## config.mk

```make
export PLATFORM = sky130hd
export DESIGN_NAME = eac_top
export DESIGN_NICKNAME = d
export VERILOG_FILES = /design/src/verilog/eac_pkg.sv /design/src/verilog/eac_top.sv
export SDC_FILE = /design/constraint.sdc
export NUM_CORES = 1
export LEC_CHECK = 0
export BUFFER_PORTS_ARGS = -buffer_cell sky130_fd_sc_hd__buf_2
export CORE_MARGIN = 4
export CORE_UTILIZATION = 45
export CTS_BUF_LIST = sky130_fd_sc_hd__clkbuf_4 sky130_fd_sc_hd__clkbuf_8 sky130_fd_sc_hd__clkbuf_16
export DETAILED_ROUTE_END_ITERATION = 6
export PLACE_DENSITY = 0.7
export SLEW_MARGIN = 20
export SYNTH_ARGS = -nofsm -noshare
export SYNTH_HDL_FRONTEND = slang
export SYNTH_SLANG_ARGS = --single-unit
```

## constraint.sdc

```tcl
create_clock -name mclk -period 4.6 [get_ports mclk]
set_clock_uncertainty 0.05 [all_clocks]
set_input_delay 0.69 -clock mclk [delete_from_list [all_inputs] [get_ports mclk]]
set_output_delay 0.69 -clock mclk [all_outputs]
set_load 0.01 [all_outputs]
```

## src/verilog/eac_pkg.sv

```systemverilog
// Package for the effective-address calculation block: modes, sizes, requests, results.
// Assumes a single core clock and a decoder that presents one request per cycle.
package eac_pkg;

	localparam int ADDR_W = 24;
	localparam int DATA_W = 32;

	// Addressing modes, one-hot
	typedef enum logic [7:0] {
		EAC_REG_DIRECT = 8'h01,
		EAC_REG_IND    = 8'h02,
		EAC_DISP       = 8'h04,
		EAC_POSTINC    = 8'h08,
		EAC_PREDEC     = 8'h10,
		EAC_ABS        = 8'h20,
		EAC_IMM        = 8'h40,
		EAC_PC_REL     = 8'h80
	} eac_mode_e;

	// Extension field widths
	typedef enum logic [1:0] {
		EAC_EXT8  = 2'h0,
		EAC_EXT16 = 2'h1,
		EAC_EXT24 = 2'h2,
		EAC_EXT32 = 2'h3
	} eac_ext_e;

	// Operand sizes
	typedef enum logic [1:0] {
		EAC_BYTE = 2'h0,
		EAC_WORD = 2'h1,
		EAC_LONG = 2'h2
	} eac_size_e;

	// Instruction classes that limit the legal modes
	typedef enum logic [2:0] {
		EAC_CLS_ALU      = 3'h0,
		EAC_CLS_TRANSFER = 3'h1,
		EAC_CLS_BIT      = 3'h2,
		EAC_CLS_BRANCH   = 3'h3,
		EAC_CLS_JUMP     = 3'h4,
		EAC_CLS_IMPLICIT = 3'h5,
		EAC_CLS_TRAP     = 3'h6
	} eac_cls_e;

	localparam logic [7:0]  RESET_MODE    = 8'h01;
	localparam logic [31:0] STEP_BYTE     = 32'h0000_0001;
	localparam logic [31:0] STEP_WORD     = 32'h0000_0002;
	localparam logic [31:0] STEP_LONG     = 32'h0000_0004;
	localparam logic [31:0] ABS8_UPPER    = 32'hffff_ff00;
	localparam logic [7:0]  PROG_UPPER    = 8'h00;
	localparam logic [31:0] ZERO_WORD     = 32'h0000_0000;
	localparam int          CALC_CYCLES   = 1;

	// Request from the instruction decoder
	typedef struct packed {
		logic        valid;
		eac_cls_e    cls;
		logic [7:0]  mode;
		logic        mem_indirect;
		eac_size_e   size;
		eac_ext_e    ext_w;
		logic [31:0] ext;
		logic [2:0]  areg_field;
		logic [3:0]  dreg_field;
		logic        dreg_4bit;
		logic [23:0] pc_next;
		logic        normal_mode;
		logic [2:0]  opc_imm;
		logic        bit_from_reg;
	} eac_req_s;

	// Result to bus unit and register file
	typedef struct packed {
		logic        valid;
		logic        illegal;
		logic        is_mem;
		logic        is_branch;
		logic        fetch_indirect;
		logic [31:0] ea;
		logic [31:0] imm;
		logic [2:0]  bit_num;
		logic [1:0]  trap_vec;
		logic [2:0]  dreg_sel;
		logic [1:0]  dreg_part;
		logic        wb_en;
		logic [2:0]  wb_sel;
		logic [31:0] wb_data;
	} eac_res_s;

endpackage : eac_pkg

```

## src/verilog/eac_top.sv

```systemverilog
// Addressing-mode decode and effective-address calculation.
// Assumes the register file answers areg_sel/dreg_sel in the same cycle.
// Operation
// - Address register from 3-bit field; data register from 3 or 4-bit field.
// - Extension of 8, 16 or 32 bits serves as immediate, absolute or displacement.
// - Register direct selects byte, word or longword general register.
// - Register indirect: register holds address; program address upper 8 bits zero.
// - Displacement added to register; 16-bit displacement sign-extended first.
// - Post-increment uses old address, then add_small_const_op 1, 2 or 4 back.
// - Pre-decrement subtracts 1, 2 or 4 first, uses and writes result.
// - 8-bit absolute address gets all-ones upper bits.
// - 16-bit absolute address is sign-extended.
// - 32-bit absolute reaches all; 24-bit absolute is program address, upper zero.
// - Immediates used directly; bit-number immediate 3 bits, trap vector 2 bits.
// - Small-constant add/sub and step ops take immediate from opcode.
// - PC-relative displacement sign-extended to 24 bits, added to PC, upper zero.
// - PC used is next instruction address; targets should be even.
// - Memory indirect zero-extends 8-bit address, fetches longword with top byte zero.
// - Word, longword and branch addresses have lowest bit forced to zero.
// - ALU takes register direct and immediate; transfers all but PC-rel, memory indirect.
// - Bit ops use direct, indirect or absolute; bit number immediate or register.
// - PC-relative for branch, implicit and trap classes; memory indirect for jumps only.
// - Normal mode ignores upper 8 bits, driving a 16-bit address.
`timescale 1ns/10ps

module eac_top (
	// Clock and reset
	input  wire logic             mclk,
	input  wire logic             resetn,
	// Decoder request
	input  wire eac_pkg::eac_req_s req,
	// Register file read
	output wire logic [2:0]       areg_sel,
	input  wire logic [31:0]      areg_val,
	// Memory-indirect longword fetched by bus unit
	input  wire logic [31:0]      ind_data,
	// Result
	output eac_pkg::eac_res_s     res
);

	// Sign/zero extension of the extension field
	function automatic logic [31:0] sext_ext(input logic [31:0] x, input eac_pkg::eac_ext_e w);
		logic [31:0] r;
		r = x;
		if (w == eac_pkg::EAC_EXT8)
			r = {{24{x[7]}}, x[7:0]};
		else if (w == eac_pkg::EAC_EXT16)
			r = {{16{x[15]}}, x[15:0]};
		else if (w == eac_pkg::EAC_EXT24)
			r = {eac_pkg::PROG_UPPER, x[23:0]};
		return r;
	endfunction : sext_ext

	// Word alignment and normal-mode truncation, used for data and branch targets
	function automatic logic [31:0] shape(input logic [31:0] a, input logic even, input logic nm);
		logic [31:0] r;
		r = {a[31:1], a[0] & ~even};
		if (nm)
			r = {16'h0000, r[15:0]};
		return r;
	endfunction : shape

	wire logic [7:0]  m          = req.mode;
	wire logic        is_direct  = m == eac_pkg::EAC_REG_DIRECT;
	wire logic        is_ind     = m == eac_pkg::EAC_REG_IND;
	wire logic        is_disp    = m == eac_pkg::EAC_DISP;
	wire logic        is_post    = m == eac_pkg::EAC_POSTINC;
	wire logic        is_pre     = m == eac_pkg::EAC_PREDEC;
	wire logic        is_abs     = m == eac_pkg::EAC_ABS;
	wire logic        is_imm     = m == eac_pkg::EAC_IMM;
	wire logic        is_pcrel   = m == eac_pkg::EAC_PC_REL;
	wire logic        is_memind  = req.mem_indirect;

	assign areg_sel = req.areg_field;

	// Step for auto-increment/decrement
	wire logic [31:0] step = (req.size == eac_pkg::EAC_LONG) ? eac_pkg::STEP_LONG :
	                         (req.size == eac_pkg::EAC_WORD) ? eac_pkg::STEP_WORD :
	                                                           eac_pkg::STEP_BYTE;
	wire logic [31:0] reg_plus  = areg_val + step;
	wire logic [31:0] reg_minus = areg_val - step;

	wire logic [31:0] ext_x    = sext_ext(req.ext, req.ext_w);
	wire logic [31:0] disp_x   = (req.ext_w == eac_pkg::EAC_EXT32) ? req.ext
	                           : {{16{req.ext[15]}}, req.ext[15:0]};
	wire logic [31:0] disp_sum = areg_val + disp_x;
	wire logic [31:0] abs_addr = (req.ext_w == eac_pkg::EAC_EXT8)
	                           ? (eac_pkg::ABS8_UPPER | {24'h000000, req.ext[7:0]})
	                           : ext_x;
	wire logic [23:0] pc_disp  = (req.ext_w == eac_pkg::EAC_EXT8) ? {{16{req.ext[7]}}, req.ext[7:0]}
	                           : {{8{req.ext[15]}}, req.ext[15:0]};
	wire logic [23:0] pc_tgt   = req.pc_next + pc_disp;
	wire logic [31:0] ind_ptr  = {24'h000000, req.ext[7:0]};

	// Legality per instruction class
	wire logic mode_ok =
		(req.cls == eac_pkg::EAC_CLS_ALU)      ? (is_direct | is_imm) && !is_memind :
		(req.cls == eac_pkg::EAC_CLS_TRANSFER) ? !is_pcrel && !is_memind :
		(req.cls == eac_pkg::EAC_CLS_BIT)      ? (is_direct | is_ind | is_abs) && !is_memind :
		(req.cls == eac_pkg::EAC_CLS_BRANCH)   ? is_pcrel && !is_memind :
		(req.cls == eac_pkg::EAC_CLS_JUMP)     ? (is_memind | is_ind | is_abs) :
		!is_memind;

	wire logic even_req  = req.size != eac_pkg::EAC_BYTE;
	wire logic prog_addr = req.cls == eac_pkg::EAC_CLS_JUMP;

	// Raw address selection
	wire logic [31:0] raw_ea =
		is_memind ? ind_ptr :
		is_pcrel  ? {eac_pkg::PROG_UPPER, pc_tgt} :
		is_disp   ? disp_sum :
		is_pre    ? reg_minus :
		is_abs    ? abs_addr :
		(is_ind && prog_addr) ? {eac_pkg::PROG_UPPER, areg_val[23:0]} :
		areg_val;

	wire logic branch_like = is_pcrel | prog_addr;
	wire logic [31:0] next_ea = shape(raw_ea, even_req | branch_like | is_memind, req.normal_mode);

	// Immediate source: opcode-implicit or extension
	wire logic implicit_imm = req.cls == eac_pkg::EAC_CLS_IMPLICIT;
	wire logic [31:0] next_imm = implicit_imm ? {29'h0, req.opc_imm}
	                           : ext_x;

	wire logic [2:0] next_dsel  = req.dreg_4bit ? req.dreg_field[2:0] : req.dreg_field[2:0];
	// Part: 0 low byte/word half, 1 high byte, 2 upper word, 3 full
	// A 3-bit field has no half selector, so its top bit is ignored
	wire logic       dreg_hi    = req.dreg_4bit & req.dreg_field[3];
	wire logic [1:0] next_dpart =
		(req.size == eac_pkg::EAC_LONG) ? 2'h3 :
		(req.size == eac_pkg::EAC_WORD) ? (dreg_hi ? 2'h2 : 2'h0) :
		(dreg_hi ? 2'h0 : 2'h1);

	wire logic next_wb = (is_post | is_pre) && mode_ok && req.valid;

	// Memory-indirect fetched target: top byte treated as zero
	wire logic [31:0] ind_tgt = shape({eac_pkg::PROG_UPPER, ind_data[23:0]}, 1'b1, req.normal_mode);

	always_ff @(posedge mclk) begin
		if (!resetn) begin
			res <= '0;
		end else begin
			res.valid          <= req.valid;
			res.illegal        <= req.valid & ~mode_ok;
			res.is_mem         <= ~(is_direct | is_imm | is_pcrel);
			res.is_branch      <= branch_like | is_memind;
			res.fetch_indirect <= is_memind;
			res.ea             <= next_ea;
			res.imm            <= is_memind ? ind_tgt : next_imm;
			res.bit_num        <= req.bit_from_reg ? areg_val[2:0] : req.opc_imm;
			res.trap_vec       <= req.opc_imm[1:0];
			res.dreg_sel       <= next_dsel;
			res.dreg_part      <= next_dpart;
			res.wb_en          <= next_wb;
			res.wb_sel         <= req.areg_field;
			res.wb_data        <= is_post ? reg_plus : reg_minus;
		end
	end

endmodule : eac_top

```

After elaboration in Yosys (flattened, before gate mapping)

Cells that the tools add are included.

Flip-flop bits (word level): 115
Output and inout port bits: 118
Bits of input ports: 152

Add/subtract/negate cells: 4
Reduce and logical (&&, ||, !) cells: 14
Equality and inequality tests: 18
Bitwise operators: 18
Muxes and demuxes: 28

Operator list:

| operator                                                        | number |
|---|---|
| 32-bit 2-to-1 mux                                               | 14 |
| 24-bit 2-to-1 mux                                               | 2 |
| 32-bit by 3-bit adder with 32-bit output                        | 1 |
| 32-bit adder                                                    | 1 |
| 32-bit by 3-bit subtractor with 32-bit output                   | 1 |
| 24-bit adder                                                    | 1 |
| 1-bit bitwise OR                                                | 11 |
| 8-bit by 1-bit == test with 1-bit output, second input constant | 1 |
| 8-bit by 2-bit == test with 1-bit output, second input constant | 1 |
| 8-bit by 3-bit == test with 1-bit output, second input constant | 1 |
| 8-bit by 4-bit == test with 1-bit output, second input constant | 1 |
| 8-bit by 5-bit == test with 1-bit output, second input constant | 1 |
| 8-bit by 6-bit == test with 1-bit output, second input constant | 1 |
| 8-bit by 7-bit == test with 1-bit output, second input constant | 1 |
| 8-bit == test, second input constant                            | 1 |
| 2-bit 2-to-1 mux                                                | 4 |
| 1-bit logical AND                                               | 7 |
| 2-bit == test, second input constant                            | 3 |
| 3-bit by 2-bit == test with 1-bit output, second input constant | 2 |
| 3-bit == test, second input constant                            | 2 |
| 1-bit 2-to-1 mux                                                | 6 |
| 3-bit 2-to-1 mux                                                | 2 |
| 2-bit by 1-bit == test with 1-bit output, second input constant | 2 |
| 1-bit inverter                                                  | 4 |
| other kinds (8)                                                 | 11 |

Longest topological paths before layout

Gate-level depths: netlist of the first run.

Depth after elaboration: 11
Depth in mapped cells: 16
Gate-level depth less buffers: 13

Worst setup path before layout of the first run

Ideal clock, no wire load.

Path kind: input -> register
Start point: input port req[70] (netlist bit)
End point: register res[101] (netlist bit)
Setup slack: 1.029 ns
Data arrival time: 3.392 ns
Setup time: 0.129 ns
Buffers on the path: 2
Cell stages on the path: 14
Path through: clkbuf_1 -> or2_2 -> clkbuf_1 -> a21oi_1 -> inv_1 -> ha_1 -> a21o_1 -> a21oi_1 -> o21ai_0 -> a2111o_1 -> a31oi_1 -> nand3_1 -> nand3_1 -> o211ai_1

Longest elaborated chain between the ends: 8

Ends and longest elaborated chain:

| element                                                              | RTL line       | text |
|---|---|---|
| start, declared                                                      | eac_top.sv:31  | `input wire eac_pkg::eac_req_s req,` |
| parallel branches: the longest is 7 deep, another holds 32-bit adder | -              |  |
| 32-bit 2-to-1 mux (*)                                                | eac_top.sv:110 | `is_pcrel ? {eac_pkg::PROG_UPPER, pc_tgt} :` |
| end, declared                                                        | eac_top.sv:38  | `output eac_pkg::eac_res_s res` |

Every way passes the cells marked *.
A chain may end at the register's enable or synchronous reset.

Final worst setup path of the first run

Start point: input port req[69] (netlist bit)
End point: register res[101] (netlist bit)

Same word-level chain as after synthesis.

==> reports/metrics.yaml, run 1 <==
cts.htree.levels: 4
required_ns: 4.83
drt_wl_total_um: 33600
start_kind: "input port"
synth_edf_count: 0
slew_violations: 0
die-area_sq_um: 23100
vias: 10100
grt_pass1_vias: 9323
grt_overflow_total: 0
worst-endpoint-arrival_ns: 3.96
cts_made_buffers: 17
peakVddDrop_mv: 0.232
layout_commonest_cell: "buf_2"
cp_slowest_cell: "ha_1"
drive_above_1_share: 0.233
drtAntennaViolNets: 0
die_y_um: 152
hpwlAfterDp_um: 26400
fin_crit_ns: 3.72
final_cell_mix: "buf_2 (260), dfxtp_1 (115), nand2_1 (108)"
outcome: "complete, no violations"
synth_warnings: 0
ys_async_sr_fraction: 0
drv_cap: 0
synth_ff_type: "dfxtp_1"
critPathLaunch: "req[69]"
post_synth_instance_area_sq_um: 9330
rsz0062_at_grt: "no"
top_regs: "res: 115 flops"
max_freq_ghz: 0.269
synthToLayoutAreaGrowth_pct: 22.1
initial_utilization: 0.459
routabilityCongestion: 0.988
io_buffers: 260
cts_resized: 0
cts_root_buf: "clkbuf_16"
relSlewSlack: 0.376
yosysUniqueCellTypes: 83
cts_tree: "built"
worst_pin_slew_ns: 0.934
ys_seq_area_frac: 0.247
cts.path.max_buffers: 2
path_clk_slew_ns: 0.06
std_cell_rows: 52
viasPerCell: 5.91
die_w_um: 152
grt_usage: 0.277
crit_path_max_fanout: 22
powerDensity_nw_per_um2: 297
cts.sinks: 115
grt_pass1_wl_um: 52000
grt_max_degree: 60
post-place-cells: 1675
drc: 0
avgSynthCellArea_sq_um: 7.71
syn_inst: 1209
synth_seq_cells: 115
coreArea_sq_um: 20300
fin_tns_setup_ns: 0
finalSetupViolations: 0
postCtsSetupBuffers: 0
cpPeakStageDelay_ns: 0.41
fin_cells: 1715
final_hold_viol_count: 0
largest_reg_flops: 115
antenna_found_initial: 8
wl_per_cell_um: 19.6
postCtsHoldBufs: 0
worstSetupPathType: "input port to flip-flop"
crit_chain: "buf_2 > nor2_1 > and2_1 > a21oi_1 > inv_1 > ha_1 > a21o_1 > a21oi_1 > o21ai_0 > a2111o_1 > a31oi_1 > nand3_1 > nand3_1 > o211ai_1"
syn_nets: 1428
period_share: 0.809
holdCritPathClass: "input port to flip-flop"
firstDrtPassIters: 6
p_leak_nw: 5.26
nets: 1643
min_from: "ind_data[5]"
pin_count: 270
regMostFlops: "res"
dr.first_iter.drc_count: 1239
crit_path_end_kind: "flip-flop"
## kinds of logic (layout without fill, tap and decap cells)
kind of cell | count (synthesis) | in the layout | share of synthesized area
AND/OR/NAND/NOR | 420 | 420 | 0.239
AO/OA/AOI/OAI | 395 | 395 | 0.277
flip-flops | 115 | 115 | 0.247
buffers and inverters | 113 | 341 | 0.0492
XOR/XNOR | 86 | 86 | 0.0808
adder cells (fa/ha/maj) | 67 | 67 | 0.0931
multiplexers | 13 | 13 | 0.0140
other | 0 | 8 | 0
## cell usage after synthesis (all sizes together) (6+ instances only)
cell / number / share of area
ha: 63 / 0.085
clkbuf: 67 / 0.027
a21o: 37 / 0.030
mux2i: 13 / 0.014
o21ai: 85 / 0.046
o21a: 14 / 0.011
nor2: 75 / 0.030
o211ai: 14 / 0.011
and2: 43 / 0.029
buf: 16 / 0.010
nand2b: 9 / 0.0060
o21bai: 9 / 0.0072
o211a: 8 / 0.0086
or3: 11 / 0.0074
a21oi: 103 / 0.055
nand4: 17 / 0.012
dfxtp: 115 / 0.25
xor2: 32 / 0.030
a22o: 13 / 0.012
a211oi: 25 / 0.021
or2: 9 / 0.0063
and4: 7 / 0.0066
o22ai: 13 / 0.0087
nand2: 108 / 0.043
nand3: 40 / 0.022
a31oi: 14 / 0.0094
nor4b: 6 / 0.0072
nor2b: 13 / 0.0087
nor4: 13 / 0.011
inv: 29 / 0.012
nor3: 35 / 0.021
o32ai: 6 / 0.0064
and3: 19 / 0.013
xnor2: 54 / 0.051
## power by group
group          internal (mW)  leakage [nW]  switching, mW
sequential              1.05         0.951         0.0129
combinational          0.385          4.01          0.549
clock                  0.870         0.293          0.515
## worst max-delay path: cells and delay by family
kind,cells,cell delay (ns)
adders and majority gates,1,0.41
and+or+nand+nor,4,0.65
buffers and inverters,2,0.57
AOI/OAI and AO/OA,7,1.64
## layout make-up
class | count | area (sq um)
fillers | 2006 | 8910
multi-input cells | 981 | 6560
flip-flops and latches | 115 | 2300
repair buffers | 279 | 1440
clock buffers | 19 | 447
well taps | 270 | 338
clock inverters | 13 | 159
inverters | 30 | 113
diodes | 8 | 20.0
## per-layer routing
layer / share of wire / up-vias / wire length (um) / global-route usage
li1: - / 4886 / - / -
met1: 0.46 / 4682 / 15300 / 0.391
met2: 0.44 / 507 / 14700 / 0.427
met3: 0.079 / 57 / 2670 / 0.0461
met4: 0.028 / 0 / 958 / 0.103
met5: 0 / - / 0 / 0
## stage by stage
stage | util | hold slack (ns) | setup WS (ns) | power, mW | instance area [sq um]
2_1_floorplan | - | 0.749 | 1.03 | 1.70 | 9330
3_3_place_gp | 0.530 | 0.843 | 0.534 | 1.99 | 10800
3_5_place_dp | 0.530 | 0.853 | 0.497 | 2.00 | 10800
4_1_cts | 0.560 | 0.409 | 0.923 | 3.38 | 11400
5_1_grt | 0.561 | 0.413 | 0.504 | 3.54 | 11400
6_report | 0.561 | 0.415 | 0.878 | 3.38 | 11400
## final timing paths
check,to,cells after the start
max,res[101],14
min,res[51],2
(Power assumes the default switching activity.)
==> run 2, diff against run 1 <==
--- a/config.mk
+++ b/config.mk
@@ -5,12 +5,13 @@
 export SDC_FILE = /design/constraint.sdc
 export NUM_CORES = 1
 export LEC_CHECK = 0
+export ABC_AREA = 1
 export BUFFER_PORTS_ARGS = -buffer_cell sky130_fd_sc_hd__buf_2
 export CORE_MARGIN = 4
 export CORE_UTILIZATION = 45
 export CTS_BUF_LIST = sky130_fd_sc_hd__clkbuf_4 sky130_fd_sc_hd__clkbuf_8 sky130_fd_sc_hd__clkbuf_16
 export DETAILED_ROUTE_END_ITERATION = 6
-export PLACE_DENSITY = 0.7
+export PLACE_DENSITY = 0.71
 export SLEW_MARGIN = 20
 export SYNTH_ARGS = -nofsm -noshare
 export SYNTH_HDL_FRONTEND = slang
==> constraint.sdc (replaced) <==
create_clock -name mclk -period 3.09 [get_ports mclk]
set_clock_uncertainty 0.05 [all_clocks]
set_input_delay 0.4635 -clock mclk [delete_from_list [all_inputs] [get_ports mclk]]
set_output_delay 0.4635 -clock mclk [all_outputs]
set_load 0.01 [all_outputs]
==> run 2 against run 1 <==
First-iteration DRC count rose by 27%. Total power rose by 55%. Worst setup slack got worse by 0.44 ns. Sequential power rose by 49%. Synthesized area rose by 20%. Critical endpoint is now res[95].
==> reports/metrics.yaml, run 2 <==
post_synth_instance_area_sq_um: 11100  # +20%
firstDrtPassIters: 6  # unchanged
synth_ff_type: "dfxtp_1"
required_ns: 3.38  # -1.45 ns
fin_tns_setup_ns: 0  # unchanged
coreArea_sq_um: 24300  # +20%
grt_usage: 0.325  # +0.0481
finalSetupViolations: 0  # unchanged
max_freq_ghz: 0.377
worstSetupPathType: "input port to flip-flop"
layout_commonest_cell: "nand2_1"
hold_ws_ns: 0.150  # -0.264 ns
worst_pin_slew_ns: 0.702  # -0.232 ns
cts_resized: 0  # unchanged
syn_inst: 1899  # +57%
path_clk_slew_ns: 0.07  # about the same
wl_per_cell_um: 18.2  # -7.1%
initial_utilization: 0.458  # -0.000977
synth_commonest_cells: "nand2_1 (545), inv_1 (255), nand3_1 (166), nor2_1 (166), a21oi_1 (137)"
cts.htree.levels: 4  # unchanged
period_share: 0.859
antenna_found_initial: 2  # -6
die_y_um: 165  # +8.8%
drtAntennaViolNets: 0  # unchanged
met1_usage: 0.439  # +0.0482
synthToLayoutAreaGrowth_pct: 20.1
sw_frac_of_total: 0.376  # +0.0576
crit_path_max_fanout: 8  # -64%
grt_pass1_vias: 12600  # +35%
synth_area_leaders: "dfxtp_1 (21%), nand2_1 (18%), inv_1 (8.6%)"
io_buffers: 260  # unchanged
postCtsHoldBufs: 0  # unchanged
die_w_um: 165  # +8.8%
vias: 13800  # +36%
relSlewSlack: 0.531  # +0.155
drive_above_1_share: 0.183  # -0.0497
synth_top_area_frac: 0.207  # -0.0404
slew_violations: 0  # unchanged
crit_path_end_kind: "flip-flop"
cts_made_buffers: 17  # unchanged
whs_endpoint: "res[38]"
yosys.area.top_type: "dfxtp_1"
regMostFlops: "res"
postCtsSetupBuffers: 0  # unchanged
powerDensity_nw_per_um2: 391  # +32%
largest_reg_flops: 115  # unchanged
busiest_layer: "met2"
fin_crit_ns: 2.65
synth_warnings: 0  # unchanged
top_regs: "res: 115 flops"
routabilityCongestion: 1.02  # +3.4%
synth_edf_count: 0  # unchanged
use_met2: 0.533  # +0.107
viasPerCell: 5.53  # -6.4%
fillers: 2620  # +31%
ys_async_sr_fraction: 0  # unchanged
dr.first_iter.drc_count: 1571  # +27%
avgSynthCellArea_sq_um: 5.87  # -24%
holdCritPathClass: "input port to flip-flop"
drc: 0  # unchanged
std_cell_rows: 57  # +9.6%
hpwlAfterDp_um: 37300  # +42%
peakVddDrop_mv: 0.268  # +16%
yosysUniqueCellTypes: 52  # -37%
cts.sinks: 115  # unchanged
synth_seq_cells: 115  # unchanged
worst-endpoint-arrival_ns: 2.95  # -1.01 ns
start_kind: "input port"
min_from: "req[30]"
pin_count: 270  # unchanged
outcome: "complete, no violations"
ys_seq_area_frac: 0.207  # -0.0404
die-area_sq_um: 27400  # +18%
grt_max_degree: 36  # -40%
internal_power_mw: 3.27  # +42%
power.share.clock: 0.379  # -0.030
power.switching_mw: 1.97  # +83%
grt_use_met3: 0.0444  # -0.00165
hold_depth: 3  # +1
grt_overflow_total: 0  # unchanged
cts_tree: "built"
synth.most_common_cell: "nand2_1"
syn_nets: 2118  # +48%
seq_power_share: 0.302  # -0.013
grt_pass1_wl_um: 68500  # +32%
final_cell_mix: "nand2_1 (545), buf_2 (260), inv_1 (255)"
rsz0062_at_grt: "no"
final_hold_viol_count: 0  # unchanged
p_comb_frac: 0.319  # +0.043
nets: 2376  # +45%
cts_root_buf: "clkbuf_16"
drv_cap: 0  # unchanged
p_leak_nw: 7.19  # +37%
drt_wl_total_um: 45500  # +35%
cts.path.max_buffers: 2  # unchanged
[run 2: cell types whose count changed after synthesis, sizes merged, moves of 27 or more]
cell	change
a21o	-35
a21oi	+34
and2	-42
clkbuf	-46
inv	+241
nand2	+448
nand3	+128
nand4	+27
nor2	+111
o21ai	+62
xnor2	-48
[run 2: layout make-up]
cell class | count | area [sq um] | share of cell area
Sequential cell | 115 | 2300 | 0.172
Timing Repair Buffer | 301 | 1610 | 0.120
Antenna cell | 3 | 7.51 | 0.000561
Tap cell | 324 | 405 | 0.0303
Inverter | 272 | 1020 | 0.0765
Multi-Input combinational cell | 1450 | 7470 | 0.558
Clock inverter | 14 | 130 | 0.00972
Clock buffer | 18 | 439 | 0.0328
[run 2: logic make-up (layout without fill, tap and decap cells)]
kind of cell / Yosys count / after routing / share of synthesized area
AND/OR/NAND/NOR: 1013 / 1013 / 0.401
buffers and inverters: 334 / 605 / 0.123
AO/OA/AOI/OAI: 331 / 331 / 0.160
flip-flops: 115 / 115 / 0.207
adder cells (fa/ha/maj): 67 / 67 / 0.0779
XOR/XNOR: 39 / 39 / 0.0306
other: 0 / 3 / 0
[run 2: worst max-delay path by stage]
stage,from,end,slack [ns],cells past startpoint
after floorplan,req[70],res[100],0.48,17
after CTS,req[70],res[95],0.48,17
final,req[70],res[95],0.44,17
after global placement,req[70],res[95],0.09,17
after detailed placement,req[70],res[95],0.04,17
after global routing,req[70],res[95],0.12,17
[run 2: power by group through the flow]
stage / registers, mW / logic (mW) / clock network (mW)
floorplan: 1.67 / 0.980 / 0
global placement: 1.62 / 1.62 / 0
detailed placement: 1.62 / 1.63 / 0
CTS: 1.59 / 1.64 / 2.00
global route: 1.59 / 1.85 / 2.06
finish: 1.59 / 1.67 / 1.99
[run 2: metrics by stage]
step | total power [mW] | area [sq um] | utilization | std cells | worst slack, ns
6_report | 5.24 | 13400 | 0.551 | 2497 | 0.436
5_1_grt | 5.50 | 13400 | 0.551 | 2496 | 0.120
4_1_cts | 5.23 | 13400 | 0.550 | 2494 | 0.476
3_5_place_dp | 3.25 | 12800 | 0.527 | 2462 | 0.0425
3_3_place_gp | 3.23 | 12800 | 0.527 | 2462 | 0.0866
2_1_floorplan | 2.65 | 11100 | - | 1899 | 0.478
[run 2: worst max-delay path, stage by stage]
cell and delay, ns:
buf_2 0.13, nor2_4 0.23, nand2_2 0.13, o21ai_0 0.16, inv_1 0.26, ha_1 0.44
nand2_1 0.11, nor2_1 0.15, inv_1 0.10, nor2_1 0.15, nand4_1 0.17, nand4_1 0.14
nand3_1 0.10, nand2_1 0.07, inv_1 0.04, nand2_1 0.05, inv_1 0.04
[run 2: metal layers]
layer / vias to the layer above / routed length, um
li1: 6697 / -
met1: 6341 / 19000
met5: - / 0
met3: 88 / 4190
met2: 682 / 20900
met4: 0 / 1350
==> run 3, diff against run 2 <==
--- a/config.mk
+++ b/config.mk
@@ -8,10 +8,10 @@
 export ABC_AREA = 1
 export BUFFER_PORTS_ARGS = -buffer_cell sky130_fd_sc_hd__buf_2
 export CORE_MARGIN = 4
-export CORE_UTILIZATION = 45
+export CORE_UTILIZATION = 25
 export CTS_BUF_LIST = sky130_fd_sc_hd__clkbuf_4 sky130_fd_sc_hd__clkbuf_8 sky130_fd_sc_hd__clkbuf_16
 export DETAILED_ROUTE_END_ITERATION = 6
-export PLACE_DENSITY = 0.71
+export PLACE_DENSITY = 0.44
 export SLEW_MARGIN = 20
 export SYNTH_ARGS = -nofsm -noshare
 export SYNTH_HDL_FRONTEND = slang
==> run 3 against run 2 <==
Fmax decreased by 1.9%. Clock-buffer cell count increased by 1. Total power increased by 0.89%. Routed wire length increased by 18%. Combinational power increased by 6%. First-iteration DRC count decreased by 34%. Sequential share of layout area decreased by 0.81 points. Highest routed layer is now met5. Sequential cell count unchanged. Final cell count increased by 13%. Worst hold slack got worse by 0.021 ns. Non-clock buffer count increased by 44.
==> reports/metrics.yaml, run 3 (synthesized netlist as in run 2, its figures left out) <==
fin_tns_setup_ns: 0  # unchanged
dr.first_iter.drc_count: 1035  # -34%
wl_per_cell_um: 19.1  # +5.0%
largest_reg_flops: 115  # unchanged
grt_max_degree: 30  # -17%
worst_pin_slew_ns: 0.685  # -0.0170 ns
hold_depth: 3  # unchanged
die_w_um: 219  # +33%
cts_root_buf: "clkbuf_16"
cts.path.max_buffers: 2  # unchanged
start_kind: "input port"
layout_commonest_cell: "nand2_1"
finalSetupViolations: 0  # unchanged
powerDensity_nw_per_um2: 376  # -3.8%
min_from: "req[32]"
path_clk_slew_ns: 0.06  # about the same
relSlewSlack: 0.543  # +0.0113
postCtsHoldBufs: 0  # unchanged
max_freq_ghz: 0.370  # -1.9%
top_regs: "res: 115 flops"
report.power.total_mw: 5.29  # +0.89%
grt_pass1_wl_um: 79300  # +16%
period_share: 0.875  # +0.0164
drv_cap: 0  # unchanged
fin_crit_ns: 2.70  # +0.0506 ns
drtAntennaViolNets: 0  # unchanged
worstSetupPathType: "input port to flip-flop"
postCtsSetupBuffers: 0  # unchanged
hpwlAfterDp_um: 45300  # +21%
coreArea_sq_um: 44100  # +81%
vias: 13700  # -0.54%
initial_utilization: 0.253  # -0.206
rsz0062_at_grt: "no"
regMostFlops: "res"
final_hold_viol_count: 0  # unchanged
p_leak_nw: 7.41  # +3.0%
pre_cts_slack_ns: -0.105  # -0.147 ns
pin_count: 270  # unchanged
cts.sinks: 115  # unchanged
viasPerCell: 4.89  # -12%
io_buffers: 260  # unchanged
fin_util: 0.318  # -0.232
holdCritPathClass: "input port to flip-flop"
slew_violations: 0  # unchanged
worst-endpoint-arrival_ns: 3.06  # +0.11 ns
peakVddDrop_mv: 0.274  # +2.3%
crit_path_max_fanout: 7  # -1
grt_usage: 0.220  # -0.105
drt_wl_total_um: 53700  # +18%
worst_slack_ns: 0.386  # -0.0506 ns
critPathLaunch: "req[70]"
firstDrtPassIters: 7  # +1
synthToLayoutAreaGrowth_pct: 26.0
cts_made_buffers: 17  # unchanged
std_cell_rows: 77  # +35%
nets: 2420  # +1.9%
final_cell_mix: "nand2_1 (545), buf_2 (260), inv_1 (255)"
die_y_um: 219  # +33%
grt_pass1_vias: 13400  # +6.7%
grt_overflow_total: 0  # unchanged
die-area_sq_um: 48000  # +76%
drc: 0  # unchanged
cts.htree.levels: 4  # unchanged
cts_resized: 0  # unchanged
whs_endpoint: "res[40]"
cts_tree: "built"
outcome: "complete, no violations"
antenna_found_initial: 8  # +6
crit_path_end_kind: "flip-flop"
required_ns: 3.45  # +0.07 ns
drive_above_1_share: 0.199  # +0.0159
routabilityCongestion: 0.957  # -6.3%
## run 3: routing by layer
metal / wire length [um] / vias up / part of all wire / track usage
li1: - / 6789 / - / -
met1: 24100 / 6424 / 0.45 / 0.290
met2: 24900 / 431 / 0.46 / 0.357
met3: 3020 / 85 / 0.056 / 0.0367
met4: 1740 / 4 / 0.032 / 0.0893
met5: 26 / - / 0.00048 / 0
## run 3: layout make-up
cell class,instances,area (sq um)
Fill cell,5068,30100
Multi-Input combinational cell,1450,7470
Sequential cell,115,2300
Timing Repair Buffer,345,1940
Inverter,272,1020
Tap cell,592,741
Clock buffer,19,447
Clock inverter,12,109
Antenna cell,6,15.0
## run 3: power by group
part / total (mW) / internal, mW / switching [mW]
Sequential: 1.59 / 1.57 / 0.0212
Combinational: 1.77 / 0.624 / 1.15
Clock: 1.93 / 1.13 / 0.799
Total: 5.29 / 3.32 / 1.97
## run 3: worst max-delay path, stage by stage
cell and delay (ns):
buf_2 0.12, nor2_4 0.24, nand2_2 0.12, o21ai_0 0.21, inv_1 0.23, buf_4 0.21, ha_1 0.36, nand2_1 0.13
nor3_1 0.24, buf_4 0.17, nand2_1 0.05, nor2_1 0.09, nand2_1 0.07, nand4_1 0.10, nand3_1 0.09, a21oi_1 0.15
## run 3: through the flow
step | std cells | cell area, sq um | hold slack (ns)
global placement | 2774 | 13500 | 0.597
finish | 2811 | 14100 | 0.129
CTS | 2805 | 14000 | 0.0804
floorplan | 1899 | 11100 | 0.503
detailed placement | 2774 | 13500 | 0.606
global route | 2811 | 14100 | 0.130
## run 3: worst max-delay path by stage
stage,endpoint,slack (ns)
after floorplan,res[100],0.48
after global placement,res[95],-0.05
after detailed placement,res[101],-0.10
after CTS,res[101],0.40
after global routing,res[100],0.14
final,res[101],0.39
